$ cat src/common/motor_ctl_pkg.sv
// Shared constants and types for the motor driver control logic
package motor_ctl_pkg;
  // ---------------------------------------------------------------
  // Timing
  // ---------------------------------------------------------------
  localparam int CLK_HZ        = 50_000_000;
  localparam int CLK_PER_US    = CLK_HZ / 1_000_000;
  localparam int WAKE_TIME_US  = 1000;
  localparam int RETRY_TIME_US = 1200;
  localparam int OC_FILTER_NS  = 3000;
  // Longest times round down, least times round up
  localparam int WAKE_CYC      = WAKE_TIME_US * CLK_PER_US;
  localparam int RETRY_CYC     = RETRY_TIME_US * CLK_PER_US;
  localparam int OC_FILTER_CYC = (OC_FILTER_NS * CLK_PER_US + 999) / 1000;
  localparam int CNT_W         = 17;
  // ---------------------------------------------------------------
  // Indexer: 128 positions per electrical turn
  // ---------------------------------------------------------------
  localparam int         IDX_W    = 7;
  localparam logic [6:0] HOME_IDX = 7'h10;
  localparam logic [6:0] A_POS_LO = 7'h20;
  localparam logic [6:0] A_POS_HI = 7'h60;
  localparam logic [6:0] B_POS_HI = 7'h40;
  localparam logic [6:0] INC_1    = 7'h20;
  localparam logic [6:0] INC_2    = 7'h10;
  localparam logic [6:0] INC_4    = 7'h08;
  localparam logic [6:0] INC_8    = 7'h04;
  localparam logic [6:0] INC_16   = 7'h02;
  localparam logic [6:0] INC_32   = 7'h01;
  typedef enum logic [1:0] {
    DEC_SLOW  = 2'h0,
    DEC_FAST  = 2'h1,
    DEC_MIXED = 2'h2,
    DEC_OFF   = 2'h3
  } decay_t;
  typedef enum logic [2:0] {
    ST_OFF  = 3'h1,
    ST_WAKE = 3'h2,
    ST_RUN  = 3'h4
  } state_t;
  // ---------------------------------------------------------------
  // Register port
  // ---------------------------------------------------------------
  localparam int         ADDR_W     = 4;
  localparam int         DATA_W     = 8;
  localparam int         EV_W       = 5;
  localparam logic [3:0] ADR_STATUS = 4'h0;
  localparam logic [3:0] ADR_MASK   = 4'h4;
  localparam logic [3:0] ADR_STATE  = 4'h8;
  localparam logic [3:0] ADR_INDEX  = 4'hc;
endpackage

$ cat src/common/guard_if.sv
// Connection between the controller and one bridge overcurrent guard
`timescale 1ns/1ps
interface guard_if;
  logic oc_hs;
  logic oc_ls;
  logic clr;
  logic tripped;
  logic trip_evt;
  modport ctl   (output oc_hs, oc_ls, clr, input tripped, trip_evt);
  modport guard (input oc_hs, oc_ls, clr, output tripped, trip_evt);
endinterface

$ cat src/hdl/bridge_guard.sv
// Overcurrent filter and retry timer for one bridge
`timescale 1ns/1ps
module bridge_guard #(
  parameter int FILT_CYC  = motor_ctl_pkg::OC_FILTER_CYC,
  parameter int RETRY_CYC = motor_ctl_pkg::RETRY_CYC
) (
  input  wire logic i_clk_sys,
  input  wire logic i_rst,
  guard_if.guard    g
);
  localparam int W = motor_ctl_pkg::CNT_W;
  logic         fault;
  logic         trip;
  logic         tripped_r;
  logic [W-1:0] filt_r;
  logic [W-1:0] retry_r;

  assign fault = g.oc_hs | g.oc_ls;
  // Trips only after the fault has outlasted the filter window
  assign trip  = fault && !tripped_r && (filt_r == W'(FILT_CYC));

  always_ff @(posedge i_clk_sys) begin
    if (i_rst || g.clr || !fault || tripped_r) begin
      filt_r <= '0;
    end else if (filt_r != W'(FILT_CYC)) begin
      filt_r <= filt_r + W'(1);
    end
  end

  always_ff @(posedge i_clk_sys) begin
    if (i_rst || g.clr) begin
      tripped_r <= 1'b0;
    end else if (trip) begin
      tripped_r <= 1'b1;
    end else if (tripped_r && retry_r == '0) begin
      tripped_r <= 1'b0;
    end
  end

  always_ff @(posedge i_clk_sys) begin
    if (i_rst || !tripped_r) begin
      retry_r <= W'(RETRY_CYC - 1);
    end else if (retry_r != '0) begin
      retry_r <= retry_r - W'(1);
    end
  end

  assign g.tripped  = tripped_r;
  assign g.trip_evt = trip;
endmodule

$ cat src/hdl/stepper_sleep_fault_control.sv
// Sleep, fault, protection and indexer control of a dual bridge motor driver
// Notes on behaviour
// - Sleep request low disables bridges, pump, clocks; resets logic, indexer home.
// - In sleep every other input is ignored until sleep request returns high; here the register port and overheat/low supply status events still work.
// - Leaving sleep holds error flag low until supplies settle, up to 1 ms.
// - Current limit longer than filter time disables that bridge, error flag low.
// - Bridge and flag re-enabled after about 1.2 ms retry; repeats if fault stays.
// - Overcurrent shutdown affects only its own bridge; other keeps running.
// - High-side and low-side overcurrent detected separately, no sense resistor needed.
// - Overheat disables bridges and pulls flag low; resumes when safe.
// - Low supply disables everything and resets logic; resumes when supply recovers.
// - Flag low during low supply, power-up and sleep exit until supplies settle.
// - Each rising step edge advances the indexer by one step.
// - Direction input reverses the order of the step sequence.
// - Microstep selects choose full, half, down to 1/32 step.
// - Phase mode, upper select low: gate low gives slow decay for PWM.
// - Phase mode, upper select high: gate low puts bridge in zero current.
// - Decay select low slow, high fast, floating mixed.
// - Phase mode: phase input sets coil current direction per coil.
`timescale 1ns/1ps
module stepper_sleep_fault_control #(
  parameter int WAKE_CYC  = motor_ctl_pkg::WAKE_CYC,
  parameter int RETRY_CYC = motor_ctl_pkg::RETRY_CYC
) (
  input  wire logic                          i_clk_sys,
  input  wire logic                          i_rst,
  input  wire logic                          i_low_power_request_n,
  input  wire logic                          i_low_supply_guard,
  input  wire logic                          i_overheat_guard,
  input  wire logic                          i_indexer_mode,
  input  wire logic                          i_step,
  input  wire logic                          i_dir,
  input  wire logic                          i_microstep_sel_lo,
  input  wire logic                          i_microstep_sel_lo_hiz,
  input  wire logic                          i_microstep_sel_hi,
  input  wire logic [1:0]                    i_phase,
  input  wire logic [1:0]                    i_bridge_drive_gate,
  input  wire logic [1:0]                    i_decay_select,
  input  wire logic [1:0]                    i_decay_select_hiz,
  input  wire logic [1:0]                    i_oc_high_side,
  input  wire logic [1:0]                    i_oc_low_side,
  input  wire logic [3:0]                    i_addr,
  input  wire logic [7:0]                    i_wdata,
  input  wire logic                          i_wr,
  input  wire logic                          i_rd,
  output logic      [7:0]                    o_rdata,
  output logic                               o_irq,
  output logic                               o_error_flag_n_o,
  output logic                               o_error_flag_n_oe,
  output logic                               o_regulator_en,
  output logic                               o_charge_pump_en,
  output logic                               o_clocks_run,
  output logic      [1:0]                    o_bridge_en,
  output logic      [1:0]                    o_drive_on,
  output logic      [1:0]                    o_coil_dir,
  output motor_ctl_pkg::decay_t [1:0]        o_decay_mode,
  output logic      [6:0]                    o_step_index
);
  localparam int W     = motor_ctl_pkg::CNT_W;
  localparam int IN_W  = 21;

  // ---------------------------------------------------------------
  // Pin synchronisers
  // ---------------------------------------------------------------
  logic [IN_W-1:0] sync1_r;
  logic [IN_W-1:0] sync2_r;
  logic            lp_n_s, low_sup_s, hot_s, idx_mode_s, step_s;
  logic            dir_s, msl_s, msl_hiz_s, msh_s;
  logic [1:0]      phase_s, gate_s, dec_s;
  logic [1:0]      dec_hiz_s, oc_hs_s, oc_ls_s;

  always_ff @(posedge i_clk_sys) begin
    if (i_rst) begin
      sync1_r <= '0;
      sync2_r <= '0;
    end else begin
      sync1_r <= {i_low_power_request_n, i_low_supply_guard, i_overheat_guard,
                  i_indexer_mode, i_step, i_dir, i_microstep_sel_lo,
                  i_microstep_sel_lo_hiz, i_microstep_sel_hi, i_phase,
                  i_bridge_drive_gate, i_decay_select, i_decay_select_hiz,
                  i_oc_high_side, i_oc_low_side};
      sync2_r <= sync1_r;
    end
  end

  assign {lp_n_s, low_sup_s, hot_s, idx_mode_s, step_s, dir_s, msl_s, msl_hiz_s,
          msh_s, phase_s, gate_s, dec_s, dec_hiz_s, oc_hs_s, oc_ls_s} = sync2_r;

  // ---------------------------------------------------------------
  // Power state
  // ---------------------------------------------------------------
  motor_ctl_pkg::state_t state_r;
  motor_ctl_pkg::state_t state_nxt;
  logic                  down, logic_rst, run;
  logic [W-1:0]          wake_cnt_r;

  // Sleep and low supply share one path: both wipe the logic
  assign down      = !lp_n_s || low_sup_s;
  assign logic_rst = i_rst || down;
  assign run       = (state_r == motor_ctl_pkg::ST_RUN);

  always_comb begin
    state_nxt = state_r;
    unique case (state_r)
      motor_ctl_pkg::ST_OFF: begin
        if (!down) begin
          state_nxt = motor_ctl_pkg::ST_WAKE;
        end
      end
      motor_ctl_pkg::ST_WAKE: begin
        if (down) begin
          state_nxt = motor_ctl_pkg::ST_OFF;
        end else if (wake_cnt_r == '0) begin
          state_nxt = motor_ctl_pkg::ST_RUN;
        end
      end
      motor_ctl_pkg::ST_RUN: begin
        if (down) begin
          state_nxt = motor_ctl_pkg::ST_OFF;
        end
      end
      default: state_nxt = motor_ctl_pkg::ST_OFF;
    endcase
  end

  always_ff @(posedge i_clk_sys) begin
    if (i_rst) begin
      state_r <= motor_ctl_pkg::ST_OFF;
    end else begin
      state_r <= state_nxt;
    end
  end

  // Settling time is a fixed worst case; no analog ready signal is seen here
  always_ff @(posedge i_clk_sys) begin
    if (i_rst || state_r != motor_ctl_pkg::ST_WAKE) begin
      wake_cnt_r <= W'(WAKE_CYC - 1);
    end else if (wake_cnt_r != '0) begin
      wake_cnt_r <= wake_cnt_r - W'(1);
    end
  end

  // ---------------------------------------------------------------
  // Indexer
  // ---------------------------------------------------------------
  logic                            step_prev_r, step_rise, a_dir, b_dir;
  logic [motor_ctl_pkg::IDX_W-1:0] idx_r, inc;

  // Starts high so a step pin already high at wake is not a step
  always_ff @(posedge i_clk_sys) begin
    if (logic_rst) begin
      step_prev_r <= 1'b1;
    end else begin
      step_prev_r <= step_s;
    end
  end

  assign step_rise = run && idx_mode_s && step_s && !step_prev_r;

  always_comb begin
    unique case ({msh_s, msl_hiz_s, msl_s}) inside
      3'h0:    inc = motor_ctl_pkg::INC_1;
      3'h1:    inc = motor_ctl_pkg::INC_2;
      3'h2,
      3'h3:    inc = motor_ctl_pkg::INC_4;
      3'h4:    inc = motor_ctl_pkg::INC_8;
      3'h5:    inc = motor_ctl_pkg::INC_16;
      default: inc = motor_ctl_pkg::INC_32;
    endcase
  end

  always_ff @(posedge i_clk_sys) begin
    if (logic_rst) begin
      idx_r <= motor_ctl_pkg::HOME_IDX;
    end else if (step_rise) begin
      idx_r <= dir_s ? idx_r + inc : idx_r - inc;
    end
  end

  assign a_dir = (idx_r <= motor_ctl_pkg::A_POS_LO) || (idx_r >= motor_ctl_pkg::A_POS_HI);
  assign b_dir = (idx_r <= motor_ctl_pkg::B_POS_HI);

  // ---------------------------------------------------------------
  // Bridge control
  // ---------------------------------------------------------------
  logic [1:0]                  tripped, trip_evt, en_nxt, on_nxt, dir_nxt;
  motor_ctl_pkg::decay_t [1:0] dec_nxt;

  for (genvar b = 0; b < 2; b++) begin : gen_br
    guard_if gif ();
    motor_ctl_pkg::decay_t dec_sel;
    assign gif.oc_hs = oc_hs_s[b];
    assign gif.oc_ls = oc_ls_s[b];
    assign gif.clr   = logic_rst;
    assign tripped[b]  = gif.tripped;
    assign trip_evt[b] = gif.trip_evt;
    bridge_guard #(
      .FILT_CYC  (motor_ctl_pkg::OC_FILTER_CYC),
      .RETRY_CYC (RETRY_CYC)
    ) u_guard (
      .i_clk_sys (i_clk_sys),
      .i_rst     (i_rst),
      .g         (gif)
    );
    assign dec_sel = dec_hiz_s[b] ? motor_ctl_pkg::DEC_MIXED :
                     dec_s[b]     ? motor_ctl_pkg::DEC_FAST : motor_ctl_pkg::DEC_SLOW;

    always_comb begin
      // Only this bridge's own trip gates it
      en_nxt[b]  = run && !hot_s && !tripped[b];
      on_nxt[b]  = 1'b1;
      dec_nxt[b] = dec_sel;
      dir_nxt[b] = (b == 0) ? a_dir : b_dir;
      if (!idx_mode_s) begin
        dir_nxt[b] = phase_s[b];
        if (!gate_s[b]) begin
          on_nxt[b] = 1'b0;
          if (msh_s) begin
            en_nxt[b]  = 1'b0;
            dec_nxt[b] = motor_ctl_pkg::DEC_OFF;
          end else begin
            dec_nxt[b] = motor_ctl_pkg::DEC_SLOW;
          end
        end
      end
    end
  end

  always_ff @(posedge i_clk_sys) begin
    if (logic_rst) begin
      o_bridge_en  <= '0;
      o_drive_on   <= '0;
      o_coil_dir   <= '0;
      o_decay_mode <= '{motor_ctl_pkg::DEC_OFF, motor_ctl_pkg::DEC_OFF};
    end else begin
      o_bridge_en  <= en_nxt;
      o_drive_on   <= on_nxt;
      o_coil_dir   <= dir_nxt;
      o_decay_mode <= dec_nxt;
    end
  end

  always_ff @(posedge i_clk_sys) begin
    if (i_rst) begin
      o_step_index      <= motor_ctl_pkg::HOME_IDX;
      o_regulator_en    <= 1'b0;
      o_charge_pump_en  <= 1'b0;
      o_clocks_run      <= 1'b0;
      o_error_flag_n_oe <= 1'b1;
    end else begin
      o_step_index      <= idx_r;
      o_regulator_en    <= (state_r != motor_ctl_pkg::ST_OFF);
      o_charge_pump_en  <= (state_r != motor_ctl_pkg::ST_OFF);
      o_clocks_run      <= (state_r != motor_ctl_pkg::ST_OFF);
      o_error_flag_n_oe <= !run || hot_s || (|tripped);
    end
  end

  // Open drain: only ever pulls low
  assign o_error_flag_n_o = 1'b0;

  // ---------------------------------------------------------------
  // Event status, mask and register port
  // ---------------------------------------------------------------
  logic [motor_ctl_pkg::EV_W-1:0] status_r, mask_r, ev, clr;
  logic                           hot_prev_r, low_prev_r;

  always_ff @(posedge i_clk_sys) begin
    if (i_rst) begin
      hot_prev_r <= 1'b0;
      low_prev_r <= 1'b0;
    end else begin
      hot_prev_r <= hot_s;
      low_prev_r <= low_sup_s;
    end
  end

  assign ev  = {(state_r == motor_ctl_pkg::ST_WAKE) && (state_nxt == motor_ctl_pkg::ST_RUN),
                low_sup_s && !low_prev_r, hot_s && !hot_prev_r, trip_evt};
  assign clr = (i_wr && i_addr == motor_ctl_pkg::ADR_STATUS) ?
               i_wdata[motor_ctl_pkg::EV_W-1:0] : '0;

  // A new event in the clearing cycle survives the clear
  always_ff @(posedge i_clk_sys) begin
    if (i_rst) begin
      status_r <= '0;
    end else begin
      status_r <= (status_r & ~clr) | ev;
    end
  end

  always_ff @(posedge i_clk_sys) begin
    if (i_rst) begin
      mask_r <= '0;
    end else if (i_wr && i_addr == motor_ctl_pkg::ADR_MASK) begin
      mask_r <= i_wdata[motor_ctl_pkg::EV_W-1:0];
    end
  end

  always_ff @(posedge i_clk_sys) begin
    if (i_rst) begin
      o_irq <= 1'b0;
    end else begin
      o_irq <= |(status_r & mask_r);
    end
  end

  always_ff @(posedge i_clk_sys) begin
    if (i_rst || !i_rd) begin
      o_rdata <= '0;
    end else begin
      unique case (i_addr)
        motor_ctl_pkg::ADR_STATUS: o_rdata <= {3'h0, status_r};
        motor_ctl_pkg::ADR_MASK:   o_rdata <= {3'h0, mask_r};
        motor_ctl_pkg::ADR_STATE:  o_rdata <= {2'h0, hot_s, tripped, state_r};
        motor_ctl_pkg::ADR_INDEX:  o_rdata <= {1'h0, idx_r};
        default:                   o_rdata <= '0;
      endcase
    end
  end
endmodule

$ cat config.mk
export PLATFORM = sky130hd
export DESIGN_NAME = stepper_sleep_fault_control
export DESIGN_NICKNAME = d
export VERILOG_FILES = /design/src/common/motor_ctl_pkg.sv /design/src/common/guard_if.sv /design/src/hdl/bridge_guard.sv /design/src/hdl/stepper_sleep_fault_control.sv
export SDC_FILE = /design/constraint.sdc
export NUM_CORES = 1
export LEC_CHECK = 0
export BUFFER_PORTS_ARGS = -buffer_cell sky130_fd_sc_hd__buf_2
export CAP_MARGIN = 10
export CORE_ASPECT_RATIO = 0.6
export CORE_MARGIN = 4
export CORE_UTILIZATION = 53
export DETAILED_ROUTE_END_ITERATION = 6
export PLACE_DENSITY_LB_ADDON = 0.05
export SETUP_SLACK_MARGIN = 0.15
export SKIP_CTS_REPAIR_TIMING = 1
export SLEW_MARGIN = 10
export SYNTH_ARGS = -nofsm -noshare
export SYNTH_HDL_FRONTEND = slang
export SYNTH_SLANG_ARGS = --single-unit
$ cat constraint.sdc
create_clock -name i_clk_sys -period 2.3 [get_ports i_clk_sys]
set_input_delay 0.345 -clock i_clk_sys [delete_from_list [all_inputs] [get_ports i_clk_sys]]
set_output_delay 0.345 -clock i_clk_sys [all_outputs]
set_load 0.01 [all_outputs]
==> out/qor.txt <==
Total clock sinks: 179
Primary FF master, synth: dfxtp_1
Starting Density: 54.22%
Hold Vio Cnt, Final: 0
Peak Freq: 454.5 MHz
Initial DRT Pass Iterations: 5
Placeable Area: 13670 um2
Site Rows: 33
Max-Slew Margin vs Limit: 55.75%
Yosys top cell area share: 48.36%
Met2 GRT Util: 30.44%
Register area share after synthesis: 48.36%
Clock group share of total power: 46.9%
Mapped Cells: 788
CP startpoint: sync2_r[14]$_SDFF_PP0_
# nets final: 918
Fill cell total of the finished layout: 1136
WL final: 15.44 mm
Overflow after GRT: 0
I/O pins: 68
CP endpoint kind: flip-flop
Flop pwr share: 50.3%
Most frequent cell after synthesis: dfxtp_1
Post-synth EDFFs: 0
Fin. max-slew vios: 0
Largest area contributor in the netlist: dfxtp_1
Leak: 3.230 nW
Die Span Y: 99.59 um
Die ar.: 16000 um2
Area Growth Syn to Fin: 17.41%
Warnings, synthesis: 0
Seq. cell area: 3587 um2
Pint: 4.730 mW
Gpl congestion: 0.8402
Crit path DAT: 2.52 ns
Number of max-cap violations: 0
Crit start category: flip-flop
Slew at the pin with the worst max-slew slack: 0.6587 ns
DR WL/cell: 14.42 um
Library cells used by synthesis: 66
Post-DRT Antenna Nets: 0
TritonCTS clock tree: done
Root buffer cell: clkbuf_16
RSZ-0062 raised after global routing: true
Worst EP required: 2.62 ns
Largest cells by area after synthesis: dfxtp_1 48%, nor2b_1 5.2%, xor2_1 4.6%
Final Power: 6.275 mW
Setup_tns: 0 ns
Area of the multi-input gates: 3674 um2
CTS max path bufs: 2
Grt met1 use: 27.96%
Finished Core Util: 63.65%
Commonest cells in the netlist: 179 x dfxtp_1, 79 x nor2_1, 62 x nor2b_1, 57 x nand2_1, 39 x xor2_1
Worst-path clk slew: 0.08 ns
Htree depth: 4
Crit-path max FO: 4
Placed Cells: 1034
Min-delay src: i_bridge_drive_gate[0]
PD cells: 721.3 nW/um2
Max rail drop VDD: 466.1 uV
R2r startpoint: sync2_r[14]$_SDFF_PP0_
Latest clock arrival within the worst-skew pair: 0.43 ns
Post-synth ARST share: 0%
Syn Area/Cell: 9.403 um2
Comb pwr share: 2.8%
PortBufs: 62
Largest net degree at the start of global routing: 42
DRC violations left: 0
Final std cells w/o fill: 1071
Hold WS: 0.1237 ns
Final worst path period share: 95.67%
Antenna violations before repair: 0
Via density: 5.361
First-pass GRT wire length: 25.56 mm
Hpwl dp: 11.09 mm
Met3 Use GR: 3.602%
Final setup vio count: 0
ANT cells: 0
CTS Buf Count: 17
Post-route minimum period: 2.200 ns
Share of layout cells above drive strength 1: 17.41%
Worst hold path class: in2reg
Status: finished, final reports clean
Switching pwr: 1.545 mW
GRT Util Overall: 19.48%
1st-iter DRT viols: 363
Max Clock Skew: 0.01250 ns
Chip Width: 160.6 um
Synth Cell Area: 7410 um2
Switching portion of total power: 24.62%
Number of global-route vias before repair: 5249
Worst setup path class: reg2reg
DR vias: 5742
Layer with the highest usage: met2
Synth Register Bits: 179
area by class of cell:
type                            count  share of cell area, %
Inverter                           23                 0.9924
Sequential cell                   179                  41.23
Tap cell                          192                  2.761
Multi-Input combinational cell    559                  42.23
Clock buffer                       17                  4.890
Clock inverter                     15                  2.258
Timing Repair Buffer               86                  5.638
routing by layer:
layer	share of wire, %	vias to the layer above
met5	0	-
met3	5.0	12
li1	-	2905
met4	0.88	0
met1	49	2674
met2	45	151
cell families (layout without fill, tap and decap cells):
| kind of cell | after synthesis | count (layout) | synth area share (%) |
|---|---|---|---|
| and+or+nand+nor | 358 | 358 | 27.04 |
| adders and majority gates | 15 | 15 | 2.634 |
| AOI/OAI and AO/OA | 112 | 112 | 9.389 |
| buffers and inverters | 51 | 141 | 2.989 |
| DFF | 179 | 179 | 48.36 |
| other | 1 | 2 | 0.05061 |
| xor gates and xnor gates | 62 | 62 | 7.329 |
| muxes | 10 | 10 | 2.212 |
sequential cells by signal, summed over array words and instances (netlist names), 2 cells and up:
| signal | cells |
|---|---|
| gen_br.u_guard.filt_r | 34 |
| gen_br.u_guard.retry_r | 34 |
| sync1_r | 21 |
| sync2_r | 21 |
| wake_cnt_r | 17 |
| idx_r | 7 |
| o_rdata | 7 |
| o_step_index | 7 |
| mask_r | 5 |
| status_r | 5 |
| o_decay_mode | 4 |
| state_r | 3 |
| gen_br.u_guard.g.tripped | 2 |
| o_bridge_en | 2 |
| o_coil_dir | 2 |
| o_drive_on | 2 |
path summary, 6_finish.rpt:
kind | endpoint | cells after the start | slack (ns)
setup / recovery | idx_r[6]$_SDFFE_PP0P_ | 8 | 0.1
hold / removal | sync1_r[8]$_SDFF_PP0_ | 2 | 0.12
setup reg to reg | idx_r[6]$_SDFFE_PP0P_ | 8 | 0.1
hold reg to reg | sync2_r[20]$_SDFF_PP0_ | 1 | 0.43
worst max-delay path, stage by stage, from the launching register on:
cell       delay (ns)
dfxtp_2          0.34
or2_4            0.25
a21boi_1         0.20
ha_1             0.31
a21o_1           0.23
a2111oi_4        0.33
xnor2_2          0.11
o21a_1           0.19
o21a_1           0.16
power groups by stage:
stage | clock network (mW) | registers, mW | logic [mW]
after floorplan | 0 | 3.23 | 0.111
after detailed placement | 0 | 3.23 | 0.167
final | 2.94 | 3.16 | 0.175
after global placement | 0 | 3.23 | 0.163
after global routing | 3.13 | 3.16 | 0.194
after CTS | 3.02 | 3.16 | 0.168
layout by cell type, fill, tap and decap left out, types with 7 or more instances in the layout:
master	netlist	final
buf_4	4	24
nor3_1	20	20
xnor2_1	23	22
nand2_1	57	57
nor3b_1	8	8
or4_1	8	8
and3_1	11	10
nand4_1	9	9
nand3_1	27	26
o211ai_1	11	11
inv_1	23	23
xor2_1	39	39
clkbuf_16	0	17
nor4_1	13	12
o31ai_1	8	7
dfxtp_1	179	176
nor2b_1	62	62
nand2b_1	13	13
ha_1	14	13
a21oi_1	37	37
nor2_1	79	78
or3_1	13	13
o21ai_0	30	30
buf_2	6	62
through the flow:
step | setup WS (ns) | cell area [um2]
global placement | 0.05658 | 8006
global route | 0.0008904 | 8700
detailed placement | 0.03990 | 8006
floorplan | 0.1246 | 7448
CTS | 0.02446 | 8628
finish | 0.09958 | 8700
Note: power is estimated with default switching activity, not from simulation.
